`src/rtl/dacs_pkg.sv`:
```
// Constants, encodings and state type for the DAC serial target.
// Assumes one 50 MHz system clock shared by every user of this package.
package dacs_pkg;
  // Register pointers and reset values
  localparam logic [7:0]  PTR_MODE        = 8'h00;
  localparam logic [7:0]  PTR_CODE        = 8'h01;
  localparam logic [1:0]  PD_RESET        = 2'h0;
  localparam logic [15:0] CODE_RESET      = 16'h0000;
  localparam logic [7:0]  HOLD_RESET      = 8'h00;
  localparam int          PD_LSB          = 0;
  localparam int          PD_MSB          = 1;
  // Power-down selections
  localparam logic [1:0]  PD_NORMAL       = 2'h0;
  localparam logic [1:0]  PD_1K_GND       = 2'h1;
  localparam logic [1:0]  PD_100K_GND     = 2'h2;
  localparam logic [1:0]  PD_HIGH_Z       = 2'h3;
  // Address-select strap encodings and resulting target addresses
  localparam logic [1:0]  STRAP_GND       = 2'h0;
  localparam logic [1:0]  STRAP_VCC       = 2'h1;
  localparam logic [1:0]  STRAP_SDA       = 2'h2;
  localparam logic [1:0]  STRAP_SCL       = 2'h3;
  localparam logic [6:0]  ADDR_GND        = 7'h0D;
  localparam logic [6:0]  ADDR_VCC        = 7'h0E;
  localparam logic [6:0]  ADDR_SDA        = 7'h0C;
  localparam logic [6:0]  ADDR_SCL        = 7'h0F;
  localparam logic [6:0]  ADDR_FIXED      = 7'h0C;
  // Counts in bits, bytes and clock cycles
  localparam logic [3:0]  BITS_PER_BYTE   = 4'h8;
  localparam logic [3:0]  LAST_TX_BIT     = 4'h7;
  localparam logic [1:0]  STRAP_SETTLE    = 2'h3;
  localparam logic [1:0]  LAST_BYTE_IDX   = 2'h2;
  // Transfer states
  typedef enum logic [3:0] {
    ST_IDLE, ST_ADDR, ST_ADDR_ACK, ST_PTR, ST_PTR_ACK,
    ST_WDATA, ST_WDATA_ACK, ST_RDATA, ST_RDATA_ACK
  } dacs_state_e;
endpackage

```
`src/rtl/dacs_line_if.sv`:
```
// Bus events decoded from the serial pins, passed from the pin front end to the core.
// Assumes all members are produced on the system clock.
interface dacs_line_if;
  logic scl_rise;
  logic scl_fall;
  logic start;
  logic stop;
  logic sda;
  modport phy  (output scl_rise, output scl_fall, output start, output stop, output sda);
  modport core (input scl_rise, input scl_fall, input start, input stop, input sda);
endinterface

```
`src/rtl/dacs_pin_sync.sv`:
```
// Pin front end: synchronises SCL and SDA and decodes edges, start and stop.
// Assumes raw asynchronous pin levels that idle high.
module dacs_pin_sync (
  input  wire logic clk_in,
  input  wire logic rst_n_in,
  input  wire logic scl_in,
  input  wire logic sda_in,
  dacs_line_if.phy  line
);
  logic [1:0] meta_r;
  logic [1:0] sync_r;
  logic [1:0] prev_r;

  // Two stages per pin; only the second stage and its delayed copy feed decode
  always_ff @(posedge clk_in or negedge rst_n_in) begin
    if (!rst_n_in) begin
      meta_r <= 2'h3;
      sync_r <= 2'h3;
      prev_r <= 2'h3;
    end else begin
      meta_r <= {scl_in, sda_in};
      sync_r <= meta_r;
      prev_r <= sync_r;
    end
  end

  // SDA moving while SCL stays high frames a transfer
  assign line.scl_rise = sync_r[1] & ~prev_r[1];
  assign line.scl_fall = ~sync_r[1] & prev_r[1];
  assign line.start    = sync_r[1] & prev_r[1] & prev_r[0] & ~sync_r[0];
  assign line.stop     = sync_r[1] & prev_r[1] & ~prev_r[0] & sync_r[0];
  assign line.sda      = sync_r[0];
endmodule

```
`src/rtl/dacs_top.sv`:
```
// Serial target and register logic of a single-channel 16-bit voltage DAC.
// Assumes an external controller owns SCL; SDA is open drain, pulled up outside.
// What this block does
// - Code register is unsigned straight binary, 0 to 65535, driving the converter.
// - After reset the converter code is zero, so the output sits at 0 V.
// - Target address from strap: GND 0001101, VCC 0001110, SDA 0001100, SCL 0001111.
// - Variant without strap pin answers only to address 0001100.
// - Mode register at pointer 0x00, eight bits, resets to 0x00.
// - Code register at pointer 0x01, sixteen bits read/write, resets to 0x0000.
// - Mode bits 7..2 read zero and ignore writes; bits 1..0 are power-down select.
// - Power-down 00 normal, 01 1k to ground, 10 100k to ground, 11 high-Z.
// - First write byte after address is the pointer and is latched.
// - Following write bytes go to the pointed register: one mode, two code.
// - Code bytes travel high byte first, then low byte, both directions.
// - Read is pointer write, repeated address with read bit, then the pointed register's bytes.
// - Code register reads return high byte, then low byte.
// - A not-acknowledge from the controller ends the read; SDA is released.
module dacs_top #(
  parameter int unsigned HAS_ADDR_PIN = 1
) (
  input  wire logic        CLOCK_IN,
  input  wire logic        RESETN_IN,
  input  wire logic        SCL_IN,
  input  wire logic        SDA_IN,
  input  wire logic [1:0]  ADDR_STRAP_IN,
  output logic             SDA_OUT,
  output logic             SDA_OE_OUT,
  output logic [15:0]      DAC_CODE_OUT,
  output logic [1:0]       POWER_DOWN_SELECT_OUT
);
  if (HAS_ADDR_PIN > 1) begin : g_bad_param
    $error("HAS_ADDR_PIN must be 0 or 1");
  end

  dacs_line_if line ();
  dacs_pkg::dacs_state_e state_r;
  logic [3:0]  bit_cnt_r;
  logic [1:0]  byte_idx_r;
  logic [1:0]  idx_nxt;
  logic [7:0]  shift_r;
  logic [7:0]  tx_r;
  logic [7:0]  ptr_r;
  logic        rw_r;
  logic        nack_r;
  logic        sda_oe_r;
  logic        sda_out_r;
  logic [1:0]  power_down_select_r;
  logic [15:0] code_r;
  logic [7:0]  hold_hi_r;
  logic [1:0]  strap_meta_r;
  logic [1:0]  strap_sync_r;
  logic [1:0]  settle_r;
  logic [6:0]  own_addr_r;
  logic        rx_state;
  logic        rx_done;
  logic        addr_hit;
  logic        wr_byte;
  logic        mode_wr;
  logic        hi_wr;
  logic        code_commit;
  logic [7:0]  rd_first;
  logic [7:0]  rd_next;

  dacs_pin_sync u_pins (
    .clk_in   (CLOCK_IN),
    .rst_n_in (RESETN_IN),
    .scl_in   (SCL_IN),
    .sda_in   (SDA_IN),
    .line     (line.phy)
  );

  // Byte returned for a pointer and byte position
  function automatic logic [7:0] read_byte(input logic [7:0] ptr, input logic [1:0] idx,
                                           input logic [1:0] pd, input logic [15:0] code);
    logic [7:0] b;
    b = 8'h00;
    if (ptr == dacs_pkg::PTR_MODE && idx == 2'h0) begin
      b = {6'h00, pd};
    end else if (ptr == dacs_pkg::PTR_CODE && idx == 2'h0) begin
      b = code[15:8];
    end else if (ptr == dacs_pkg::PTR_CODE && idx == 2'h1) begin
      b = code[7:0];
    end
    return b;
  endfunction

  // Address from strap value
  function automatic logic [6:0] strap_addr(input logic [1:0] s);
    logic [6:0] a;
    a = dacs_pkg::ADDR_GND;
    case (s)
      dacs_pkg::STRAP_VCC: a = dacs_pkg::ADDR_VCC;
      dacs_pkg::STRAP_SDA: a = dacs_pkg::ADDR_SDA;
      dacs_pkg::STRAP_SCL: a = dacs_pkg::ADDR_SCL;
      default:             a = dacs_pkg::ADDR_GND;
    endcase
    return a;
  endfunction

  // Strap is caught a few cycles after reset release, once the synchroniser holds it
  always_ff @(posedge CLOCK_IN or negedge RESETN_IN) begin
    if (!RESETN_IN) begin
      strap_meta_r <= 2'h0;
      strap_sync_r <= 2'h0;
      settle_r     <= 2'h0;
      own_addr_r   <= dacs_pkg::ADDR_FIXED;
    end else begin
      strap_meta_r <= ADDR_STRAP_IN;
      strap_sync_r <= strap_meta_r;
      if (settle_r != dacs_pkg::STRAP_SETTLE) begin
        settle_r <= settle_r + 2'h1;
      end
      if (settle_r == dacs_pkg::STRAP_SETTLE - 2'h1) begin
        own_addr_r <= (HAS_ADDR_PIN != 0) ? strap_addr(strap_sync_r) : dacs_pkg::ADDR_FIXED;
      end
    end
  end

  // Decoded transfer events
  assign rx_state    = (state_r == dacs_pkg::ST_ADDR) || (state_r == dacs_pkg::ST_PTR) ||
                       (state_r == dacs_pkg::ST_WDATA);
  assign rx_done     = line.scl_fall && rx_state && (bit_cnt_r == dacs_pkg::BITS_PER_BYTE);
  assign addr_hit    = (shift_r[7:1] == own_addr_r);
  assign wr_byte     = rx_done && (state_r == dacs_pkg::ST_WDATA);
  assign mode_wr     = wr_byte && (ptr_r == dacs_pkg::PTR_MODE) && (byte_idx_r == 2'h0);
  assign hi_wr       = wr_byte && (ptr_r == dacs_pkg::PTR_CODE) && (byte_idx_r == 2'h0);
  assign code_commit = wr_byte && (ptr_r == dacs_pkg::PTR_CODE) && (byte_idx_r == 2'h1);
  assign idx_nxt     = (byte_idx_r == dacs_pkg::LAST_BYTE_IDX) ? byte_idx_r : byte_idx_r + 2'h1;
  assign rd_first    = read_byte(ptr_r, 2'h0, power_down_select_r, code_r);
  assign rd_next     = read_byte(ptr_r, idx_nxt, power_down_select_r, code_r);

  // Receive shifter, MSB first on SCL rise
  always_ff @(posedge CLOCK_IN or negedge RESETN_IN) begin
    if (!RESETN_IN) begin
      shift_r <= 8'h00;
    end else if (line.scl_rise && rx_state && bit_cnt_r != dacs_pkg::BITS_PER_BYTE) begin
      shift_r <= {shift_r[6:0], line.sda};
    end
  end

  // Transfer sequencer; start restarts from any state, stop always idles
  always_ff @(posedge CLOCK_IN or negedge RESETN_IN) begin
    if (!RESETN_IN) begin
      state_r    <= dacs_pkg::ST_IDLE;
      bit_cnt_r  <= 4'h0;
      byte_idx_r <= 2'h0;
      ptr_r      <= dacs_pkg::PTR_MODE;
      rw_r       <= 1'h0;
      nack_r     <= 1'h0;
    end else if (line.start) begin
      state_r   <= dacs_pkg::ST_ADDR;
      bit_cnt_r <= 4'h0;
    end else if (line.stop) begin
      state_r <= dacs_pkg::ST_IDLE;
    end else begin
      if (line.scl_rise && rx_state && bit_cnt_r != dacs_pkg::BITS_PER_BYTE) begin
        bit_cnt_r <= bit_cnt_r + 4'h1;
      end
      case (state_r)
        dacs_pkg::ST_IDLE: begin
        end
        dacs_pkg::ST_ADDR: begin
          if (rx_done) begin
            rw_r    <= shift_r[0];
            state_r <= addr_hit ? dacs_pkg::ST_ADDR_ACK : dacs_pkg::ST_IDLE;
          end
        end
        dacs_pkg::ST_ADDR_ACK: begin
          if (line.scl_fall) begin
            bit_cnt_r  <= 4'h0;
            byte_idx_r <= 2'h0;
            state_r    <= rw_r ? dacs_pkg::ST_RDATA : dacs_pkg::ST_PTR;
          end
        end
        dacs_pkg::ST_PTR: begin
          if (rx_done) begin
            ptr_r   <= shift_r;
            state_r <= dacs_pkg::ST_PTR_ACK;
          end
        end
        dacs_pkg::ST_PTR_ACK: begin
          if (line.scl_fall) begin
            bit_cnt_r  <= 4'h0;
            byte_idx_r <= 2'h0;
            state_r    <= dacs_pkg::ST_WDATA;
          end
        end
        dacs_pkg::ST_WDATA: begin
          if (rx_done) begin
            state_r <= dacs_pkg::ST_WDATA_ACK;
          end
        end
        dacs_pkg::ST_WDATA_ACK: begin
          if (line.scl_fall) begin
            bit_cnt_r  <= 4'h0;
            byte_idx_r <= idx_nxt;
            state_r    <= dacs_pkg::ST_WDATA;
          end
        end
        dacs_pkg::ST_RDATA: begin
          if (line.scl_fall) begin
            if (bit_cnt_r == dacs_pkg::LAST_TX_BIT) begin
              state_r <= dacs_pkg::ST_RDATA_ACK;
            end else begin
              bit_cnt_r <= bit_cnt_r + 4'h1;
            end
          end
        end
        dacs_pkg::ST_RDATA_ACK: begin
          if (line.scl_rise) begin
            nack_r <= line.sda;
          end
          if (line.scl_fall) begin
            bit_cnt_r  <= 4'h0;
            byte_idx_r <= idx_nxt;
            state_r    <= nack_r ? dacs_pkg::ST_IDLE : dacs_pkg::ST_RDATA;
          end
        end
        default: begin
          state_r <= dacs_pkg::ST_IDLE;
        end
      endcase
    end
  end

  // SDA driver: changes just after SCL falls, or releases on start or stop, so data holds while SCL is high
  always_ff @(posedge CLOCK_IN or negedge RESETN_IN) begin
    if (!RESETN_IN) begin
      sda_oe_r  <= 1'h0;
      sda_out_r <= 1'h0;
      tx_r      <= 8'h00;
    end else begin
      sda_out_r <= 1'h0;              // Open drain: only ever pulls low
      if (line.start || line.stop) begin
        sda_oe_r <= 1'h0;
      end else if (rx_done) begin
        sda_oe_r <= (state_r != dacs_pkg::ST_ADDR) || addr_hit;
      end else if (line.scl_fall) begin
        case (state_r)
          dacs_pkg::ST_ADDR_ACK: begin
            tx_r     <= rd_first;
            sda_oe_r <= rw_r & ~rd_first[7];
          end
          dacs_pkg::ST_PTR_ACK,
          dacs_pkg::ST_WDATA_ACK: begin
            sda_oe_r <= 1'h0;
          end
          dacs_pkg::ST_RDATA: begin
            tx_r     <= {tx_r[6:0], 1'b0};
            sda_oe_r <= (bit_cnt_r != dacs_pkg::LAST_TX_BIT) & ~tx_r[6];
          end
          dacs_pkg::ST_RDATA_ACK: begin
            tx_r     <= rd_next;
            sda_oe_r <= ~nack_r & ~rd_next[7];
          end
          default: begin
            sda_oe_r <= sda_oe_r;
          end
        endcase
      end
    end
  end

  // Register file; reset leaves the converter at zero code and normal mode
  always_ff @(posedge CLOCK_IN or negedge RESETN_IN) begin
    if (!RESETN_IN) begin
      power_down_select_r <= dacs_pkg::PD_RESET;
      code_r              <= dacs_pkg::CODE_RESET;
      hold_hi_r           <= dacs_pkg::HOLD_RESET;
    end else begin
      if (mode_wr) begin
        power_down_select_r <= shift_r[dacs_pkg::PD_MSB:dacs_pkg::PD_LSB];
      end
      if (hi_wr) begin
        hold_hi_r <= shift_r;
      end
      if (code_commit) begin
        code_r <= {hold_hi_r, shift_r};
      end
    end
  end

  assign SDA_OUT               = sda_out_r;
  assign SDA_OE_OUT            = sda_oe_r;
  assign DAC_CODE_OUT          = code_r;
  assign POWER_DOWN_SELECT_OUT = power_down_select_r;
endmodule

```
`config.mk`:
```
export PLATFORM = sky130hd
export DESIGN_NAME = dacs_top
export DESIGN_NICKNAME = d
export VERILOG_FILES = /design/src/rtl/dacs_pkg.sv /design/src/rtl/dacs_line_if.sv /design/src/rtl/dacs_pin_sync.sv /design/src/rtl/dacs_top.sv
export SDC_FILE = /design/constraint.sdc
export NUM_CORES = 1
export LEC_CHECK = 0
export BUFFER_PORTS_ARGS = -buffer_cell sky130_fd_sc_hd__buf_4
export CORE_MARGIN = 2
export CORE_UTILIZATION = 29
export CTS_CLUSTER_SIZE = 16
export DETAILED_ROUTE_END_ITERATION = 10
export GPL_ROUTABILITY_DRIVEN = 0
export PLACE_DENSITY_LB_ADDON = 0.05
export SLEW_MARGIN = 20
export SYNTH_ARGS = -nofsm -noshare
export SYNTH_HDL_FRONTEND = slang
export SYNTH_HIERARCHICAL = 1
export SYNTH_SLANG_ARGS = --single-unit
```
`constraint.sdc`:
```
create_clock -name CLOCK_IN -period 3.45 [get_ports CLOCK_IN]
set_input_delay 0 -clock CLOCK_IN [delete_from_list [all_inputs] [get_ports CLOCK_IN]]
set_output_delay 0 -clock CLOCK_IN [all_outputs]
set_load 0.01 [all_outputs]
```
After elaboration in Yosys (flattened, before gate mapping)
Cells that the tools add are included.
{"block": "totals", "register_bits": 81, "latch_bits": 0, "ramBits": 0, "rom_bits": 0, "n_memories": 0, "out_inout_bits": 20}
{"block": "op_classes", "n_bitwise": 22, "mul": 0, "reduce_logical": 36, "order_cmp": 0, "n_div": 0, "add_sub_neg": 3, "n_mux": 36, "n_eq_ne": 35, "shifts": 0}
{"operator": "4-bit 2-to-1 mux", "count": 16}
{"operator": "8-bit 2-to-1 mux", "count": 5}
{"operator": "4-bit inequality test, second input constant", "count": 8}
{"operator": "4-bit case mux with 8 select lines", "count": 1}
{"operator": "7-bit case mux with 3 select lines", "count": 1}
{"operator": "4-bit by 3-bit == test with 1-bit output, second input constant", "count": 5}
{"operator": "4-bit AND reduction", "count": 4}
{"operator": "1-bit logical AND", "count": 13}
{"operator": "1-bit inverter", "count": 12}
{"operator": "1-bit bitwise AND", "count": 10}
{"operator": "9-bit AND reduction", "count": 1}
{"operator": "2-bit == test, second input constant", "count": 4}
{"operator": "4-bit by 2-bit == test with 1-bit output, second input constant", "count": 2}
{"operator": "4-bit == test, second input constant", "count": 2}
{"operator": "8-bit by 1-bit == test with 1-bit output, second input constant", "count": 1}
{"operator": "8-bit zero test", "count": 1}
{"operator": "2-bit 2-to-1 mux", "count": 4}
{"operator": "4-bit by 1-bit inequality test with 1-bit output, second input constant", "count": 2}
{"operator": "4-bit case mux with 2 select lines", "count": 1}
{"operator": "7-bit == test", "count": 1}
{"operator": "2-bit by 1-bit == test with 1-bit output, second input constant", "count": 3}
{"operator": "3-bit 2-to-1 mux", "count": 2}
{"operator": "2-bit case mux with 3 select lines", "count": 1}
{"operator": "3-bit nonzero test", "count": 2}
{"operator": "other kinds (19)", "count": 30}

Logic depth before layout (Yosys ltp)
Gate-level depths: netlist (run 1).
{"block": "logic_depth", "ltp_word": 13, "mapped_depth": 9, "depth_no_buf": 7}

By module
Netlist (run 1), hierarchy kept.
{"module": "dacs_top", "cells_each": 334, "seq_area_each_um2": 1751.7, "instances": 1, "area_per_inst_um2": 3658.5}
{"module": "dacs_pin_sync", "cells_each": 10, "seq_area_each_um2": 157.7, "instances": 1, "area_per_inst_um2": 190.2}

Worst setup path before layout (run 1)
OpenSTA, ideal clock, no wires.
{"block": "synth_path", "path_type": "register to register", "start": "register ptr_r[7]", "end": "register code_r[10], in the netlist DAC_CODE_OUT[10]", "synth_period_minus_slack_ps": 2392, "arrival_time_ps": 2267, "stages_incl_launch_ff": 9, "path_buffers": 3, "path_slack_ps": 1058, "setup_ps": 125, "path_cell_list": "dfrtp_1 > or4_1 > or4_1 > buf_2 > clkinv_2 > and4_1 > buf_6 > buf_12 > mux2_4"}
{"block": "synth_between", "elab_chain_cells": 3}
{"item": "start, declared", "line": "dacs_top.sv:42", "rtl": "logic [7:0] ptr_r;"}
{"item": "start signal, assigned", "line": "dacs_top.sv:147", "rtl": "ptr_r <= dacs_pkg::PTR_MODE;"}
{"item": "start signal, assigned", "line": "dacs_top.sv:177", "rtl": "ptr_r <= shift_r;"}
{"item": "8-bit by 1-bit == test with 1-bit output", "line": "dacs_top.sv:127", "rtl": "assign code_commit = wr_byte && (ptr_r == dacs_pkg::PTR_CODE) && (byte_idx_r == 2'h1);"}
{"item": "1-bit logical AND (2 in series)", "line": "dacs_top.sv:127"}
{"item": "end signal, assigned", "line": "dacs_top.sv:268", "rtl": "code_r <= dacs_pkg::CODE_RESET;"}
{"item": "end signal, assigned", "line": "dacs_top.sv:278", "rtl": "code_r <= {hold_hi_r, shift_r};"}
{"item": "end, declared", "line": "dacs_top.sv:48", "rtl": "logic [15:0] code_r;"}
Every way passes these cells.
A chain may end at the register's enable or synchronous reset.

Worst setup path after layout (run 1)
{"block": "layout_path", "start": "register ptr_r[7]", "end": "register code_r[0], in the netlist DAC_CODE_OUT[0]"}
The elaborated chain is that of the path after synthesis.

==> impl_metrics.yaml, run 1 <==
layout:
  fin_area_um2: 4560
  layout.nets: 389
  diodes: 0
  drive_gt1_frac: 0.280
  multi_input_area_um2: 1790
  seqCellArea_um2: 1910
  num-fill-cells: 1336
  postLayoutCoreUtil: 0.349
  syn2layout_area_growth_pct: 18.5
  final_cells: 554
synthesis:
  synth.avg_cell_area_um2: 11.2
  synthAdderAreaFrac: 0.0325
  ys_top_cells_by_count: "dfrtp_1 (70), mux2_2 (40), nand2_1 (25)"
  synth_warnings: 6
  synthXorXnorAreaFrac: 0.00910
  synth_compound_area_frac: 0.128
  synth-async-reset-ratio: 1.00
  synth.area.top_cells: "dfrtp_1 (46%), mux2_2 (12%), dfstp_2 (4.1%)"
  synth_edf_count: 0
  yosys.area_share.simple: 0.135
  synth_top_area_share: 0.455
  ys_seq_elements: 76
  yosysSeqAreaShare: 0.496
  syn-cell-area_um2: 3850
  synth_fp_nets: 360
  synthMuxAreaShare: 0.159
  synth_ff_type: "dfrtp_1"
  synth_area_leader_cell: "dfrtp_1"
  synth_most_common_cell: "dfrtp_1"
  syn_inst: 344
  synth_top_family_by_area: "multiplexers"
  ys_types: 62
critical_path:
  worstSetupStartpointType: "flip-flop"
  r2r_end: "DAC_CODE_OUT[0]$_DFFE_PN0P_"
  reg2reg_depth: 6
  crit_cells: 6
  crit_path_top_delay_cell: "or4_1"
  worstReg2RegStart: "ptr_r[7]$_DFFE_PN0P_"
  worst_path_most_repeated_cell: "or4_1"
  required_ns: 3.67
  crit_family: "simple AND/OR/NAND/NOR gates"
  crit_arrival_ns: 2.87
  cp_cell_sequence: "or4_1 > or4_1 > clkinv_2 > and4_1 > buf_4 > mux2_2"
  startpoint: "ptr_r[7]$_DFFE_PN0P_"
  max_stage_delay_ns: 0.67
  crit_fanout: 16
  cp.buffers_inverters: 2
  path_class: "reg -> reg"
  r2r_slack_ns: 0.80
  setup.worst_path.end: "DAC_CODE_OUT[0]$_DFFE_PN0P_"
  end_kind: "flip-flop"
place:
  dp_cells: 533
  hpwl_mm: 6.75
  place_area_um2: 4210
  io_buffers: 24
sta:
  finalSetupViolations: 0
  relSlewSlack: 0.368
  finalSetupTns_ns: 0
  period_share: 0.768
  period_needed_ns: 2.65
  worst_hold_slack_ns: 0.245
  hold_violations: 0
  clock_skew_ns: 0.00415
  fmax_ghz: 0.378
  slew_violations: 0
  rsz0062_at_grt: "false"
  tightest_slew_ns: 0.936
clock_network:
  cts_tree: "done"
  clk_pin_slew_ns: 0.06
  clock_latency_ns: 0.34
  post_cts_buffers: 0
  post_cts_resized: 0
  hold_buffers: 5
  cts_root_buffer: "clkbuf_16"
  cts_sinks: 76
  cts_buffers: 9
  htreeDepth: 3
  clockBufferDepth: 2
power:
  power-per-cell-area_nw_per_um2: 608
  p_leak_nw: 2.08
  ir_worst_vdd_uv: 257
routing:
  wl_per_cell_um: 17.3
  ant_nets: 0
  first_iter_violations: 142
  routed-wl-met3_um: 346
  highest_layer: "met4"
  drc_errors: 0
  wl_met1_mm: 4.77
  drtPass1Iterations: 4
  vias_per_cell: 5.03
  wl_met2_mm: 4.26
  vias: 2786
  drt_wl_total_mm: 9.57
die:
  io_pins: 26
  start_util: 0.294
  fp-row-count: 42
  die_w_um: 119
  die_area_um2: 14200
  fp.coreArea_um2: 13100
  die_height_um: 119
worst_hold_path:
  hold_path_class: "in -> async"
global_route:
  grt_max_degree: 77
  first_global_vias: 2830
  grt_pass1_wl_mm: 16.0
  overflow: 0
  track_usage: 0.148
  antenna_found_initial: 0
outcome:
  outcome: "finished clean"
flow_run:
  drv_cap: 0
[cell type report]
class / count / area share
Multi-Input combinational cell: 235 / 0.393
Tap cell: 176 / 0.0483
Inverter: 15 / 0.0126
Clock inverter: 4 / 0.0107
Timing Repair Buffer: 36 / 0.0628
Clock buffer: 12 / 0.0540
Sequential cell: 76 / 0.419
[report_power, final]
part           switching, mW  total [mW]  internal [mW]
clock                  0.370       0.949          0.579
combinational          0.374       0.647          0.272
sequential             0.180        1.18          0.998
total                  0.924        2.77           1.85
[flip-flops by register name (all words and copies together), names as in the netlist, 4 cells and up]
| name | count |
|---|---|
| tx_r | 7 |
| hold_hi_r | 8 |
| state_r | 4 |
| ptr_r | 8 |
| shift_r | 8 |
| DAC_CODE_OUT | 16 |
| bit_cnt_r | 4 |
[through the flow]
stage	setup WS, ns	power (mW)
finish	0.801	2.77
global route	0.669	2.96
CTS	0.790	2.81
detailed placement	0.801	1.84
global placement	0.808	1.85
floorplan	1.06	1.59
[worst min path at each step]
stage                          start                      endpoint  cells after the start
floorplan                  RESETN_IN   DAC_CODE_OUT[0]$_DFFE_PN0P_                      0
finish                     RESETN_IN  DAC_CODE_OUT[13]$_DFFE_PN0P_                      2
global placement              SCL_IN    u_pins/meta_r[1]$_DFF_PN1_                      1
global route        ADDR_STRAP_IN[0]     strap_meta_r[0]$_DFF_PN0_                      2
detailed placement            SDA_IN    u_pins/meta_r[0]$_DFF_PN1_                      1
CTS                 ADDR_STRAP_IN[1]     strap_meta_r[1]$_DFF_PN0_                      2
[cells in the final DEF (no fill, tap or decap), drive strengths merged, types with 2 or more instances in the layout]
cell / n
nor4b: 2
a32o: 2
o21bai: 2
a211oi: 3
or3: 2
nor3: 3
dfrtp: 70
nor2b: 6
a22oi: 6
and2: 2
clkinv: 4
clkbuf: 12
a21oi: 14
nand3b: 2
mux2: 50
a41oi: 2
buf: 31
nand2: 25
nor2: 16
and4b: 4
o22ai: 4
or4: 3
a221o: 2
dlygate4sd3: 5
and3: 3
nand4b: 2
inv: 14
nand4: 4
nor4: 3
o21ai: 21
xnor2: 4
o211ai: 2
o31ai: 2
ha: 10
nand3: 12
a31oi: 2
dfstp: 6
[cells by family (layout without fill, tap and decap cells)]
group,Yosys count,in the layout
simple gates,95,95
mux,51,51
flops,76,76
buf+inv,33,67
fa+ha+maj,10,10
other cells,1,1
xor+xnor,4,4
compound gates,74,74
[routing by layer]
metal / vias to the layer above / global-route usage
li1: 1321 / -
met1: 1398 / 0.209
met2: 54 / 0.213
met3: 13 / 0.0374
met4: 0 / 0.0632
met5: - / 0
No activity file was read; power rests on OpenSTA's default activity.
==> run 2, diff against run 1 <==
==> constraint.sdc (replaced) <==
create_clock -name CLOCK_IN -period 2.75 [get_ports CLOCK_IN]
set_input_delay 0 -clock CLOCK_IN [delete_from_list [all_inputs] [get_ports CLOCK_IN]]
set_output_delay 0 -clock CLOCK_IN [all_outputs]
set_load 0.01 [all_outputs]
==> run 2 against run 1 <==
  * Sequential power up 25%
  * Setup slack worse by 0.45 ns
  * Power up 28%
  * Die area unchanged
  * Final cell count up 1.8%
  * Register-to-register slack worse by 0.45 ns
  * Core utilization up 0.69 points
  * Global-route usage down 0.40 points
  * Clock power up 29%
  * Sequential cell count unchanged
  * Combinational power up 31%
  * Clock-buffer cell count up 1
  * Critical path type unchanged
==> impl_metrics.yaml, run 2 (same netlist as run 1, synthesis figures left out) <==
critical_path:
  crit_fanout: 16
  required_ns: 2.97
  reg2reg_depth: 6
  path_class: "reg -> reg"
  worstReg2RegStart: "ptr_r[7]$_DFFE_PN0P_"
  end_kind: "flip-flop"
  crit_family: "simple AND/OR/NAND/NOR gates"
  cp.buffers_inverters: 2
  crit_cells: 6
  setup.worst_path.end: "DAC_CODE_OUT[15]$_DFFE_PN0P_"
  worst_path_most_repeated_cell: "or4_1"
  max_stage_delay_ns: 0.54
  r2r_end: "DAC_CODE_OUT[15]$_DFFE_PN0P_"
  worstSetupStartpointType: "flip-flop"
  startpoint: "ptr_r[7]$_DFFE_PN0P_"
  cp_cell_sequence: "or4_1 > or4_1 > clkinv_2 > and4_1 > buf_12 > mux2_2"
  crit_arrival_ns: 2.62
  r2r_slack_ns: 0.35
  crit_path_top_delay_cell: "or4_1"
sta:
  clock_skew_ns: 0.00551
  relSlewSlack: 0.484
  finalSetupTns_ns: 0
  hold_violations: 0
  period_share: 0.872
  worst_hold_slack_ns: 0.239
  tightest_slew_ns: 0.764
  period_needed_ns: 2.40
  finalSetupViolations: 0
  rsz0062_at_grt: "false"
  fmax_ghz: 0.417
  slew_violations: 0
power:
  power-per-cell-area_nw_per_um2: 762
  p_seq_frac: 0.417
  netSwitchingPower_mw: 1.17
  p_leak_nw: 2.13
  p_int_mw: 2.37
  ir_worst_vdd_uv: 293
  clockPowerShare: 0.344
  swShare: 0.330
  p_comb_frac: 0.239
place:
  dp_cells: 543
  io_buffers: 24
  hpwl_mm: 6.75
global_route:
  grt_pass1_wl_mm: 15.6
  first_global_vias: 2792
  track_usage: 0.144
  grt_max_degree: 77
  overflow: 0
  antenna_found_initial: 0
layout:
  layout.nets: 399
  final_cell_mix: "dfrtp_1 (70), mux2_2 (40), buf_4 (39)"
  syn2layout_area_growth_pct: 20.8
  postLayoutCoreUtil: 0.355
  final_common_cell: "dfrtp_1"
  diodes: 0
  final_cells: 564
  drive_gt1_frac: 0.296
  largest_reg_flops: 16
flow_run:
  drv_cap: 0
die:
  fp.coreArea_um2: 13100
  die_w_um: 119
  die_area_um2: 14200
  die_height_um: 119
  io_pins: 26
  fp-row-count: 42
  start_util: 0.294
clock_network:
  clk_pin_slew_ns: 0.06
  htreeDepth: 3
  cts_sinks: 76
  clock_latency_ns: 0.34
  cts_tree: "done"
  cts_buffers: 9
  cts_root_buffer: "clkbuf_16"
  clockBufferDepth: 2
routing:
  drc_errors: 0
  vias: 2795
  first_iter_violations: 170
  drtPass1Iterations: 4
  drt_wl_total_mm: 9.58
  wl_per_cell_um: 17.0
  ant_nets: 0
  vias_per_cell: 4.96
outcome:
  outcome: "finished clean"
worst_hold_path:
  hold_path_class: "in -> async"
-- run 2: worst min-delay path by stage --
stage          slack, ns  depth (start not counted)                           end              from
3_5_place_dp        0.11                          1     strap_meta_r[0]$_DFF_PN0_  ADDR_STRAP_IN[0]
2_1_floorplan      -0.30                          0   DAC_CODE_OUT[0]$_DFFE_PN0P_         RESETN_IN
5_1_grt             0.31                          2    u_pins/meta_r[1]$_DFF_PN1_            SCL_IN
6_report            0.24                          2  DAC_CODE_OUT[13]$_DFFE_PN0P_         RESETN_IN
4_1_cts             0.30                          2    u_pins/meta_r[1]$_DFF_PN1_            SCL_IN
3_3_place_gp        0.11                          1    u_pins/meta_r[1]$_DFF_PN1_            SCL_IN
-- run 2: power groups by stage --
| stage | Clock [mW] | Sequential, mW | Combinational [mW] |
|---|---|---|---|
| 2_1_floorplan | 0 | 1.37 | 0.629 |
| 3_3_place_gp | 0 | 1.51 | 0.845 |
| 3_5_place_dp | 0 | 1.50 | 0.837 |
| 4_1_cts | 1.26 | 1.48 | 0.848 |
| 5_1_grt | 1.30 | 1.51 | 0.951 |
| 6_report | 1.22 | 1.48 | 0.846 |
-- run 2: per-layer routing --
metal  part of all wire  vias to the layer above  track usage
li1                   -                     1342            -
met1               0.51                     1389        0.209
met2               0.44                       50        0.207
met3              0.030                       14       0.0211
met4              0.024                        0       0.0722
met5                  0                        -            0
-- run 2: stage by stage --
step	power [mW]	setup WS, ns	area, um2
after floorplan	2.00	0.358	3850
after global placement	2.35	0.380	4290
after detailed placement	2.34	0.349	4290
after CTS	3.59	0.346	4650
after global routing	3.76	0.255	4650
final	3.54	0.353	4650
-- run 2: final cells by class --
| class | count | area (um2) |
|---|---|---|
| Multi-Input combinational cell | 235 | 1790 |
| Clock buffer | 13 | 260 |
| Clock inverter | 3 | 43.8 |
| Fill cell | 1336 | 8430 |
| Timing Repair Buffer | 46 | 374 |
| Sequential cell | 76 | 1910 |
| Inverter | 15 | 57.6 |
| Tap cell | 176 | 220 |
-- run 2: repair_timing --
action | 4_1_cts | 5_1_grt
hold buffers | 5 | 0
resized for setup | 0 | 0
buffers inserted | 0 | 0
hold endpoints to repair | 74 | 0
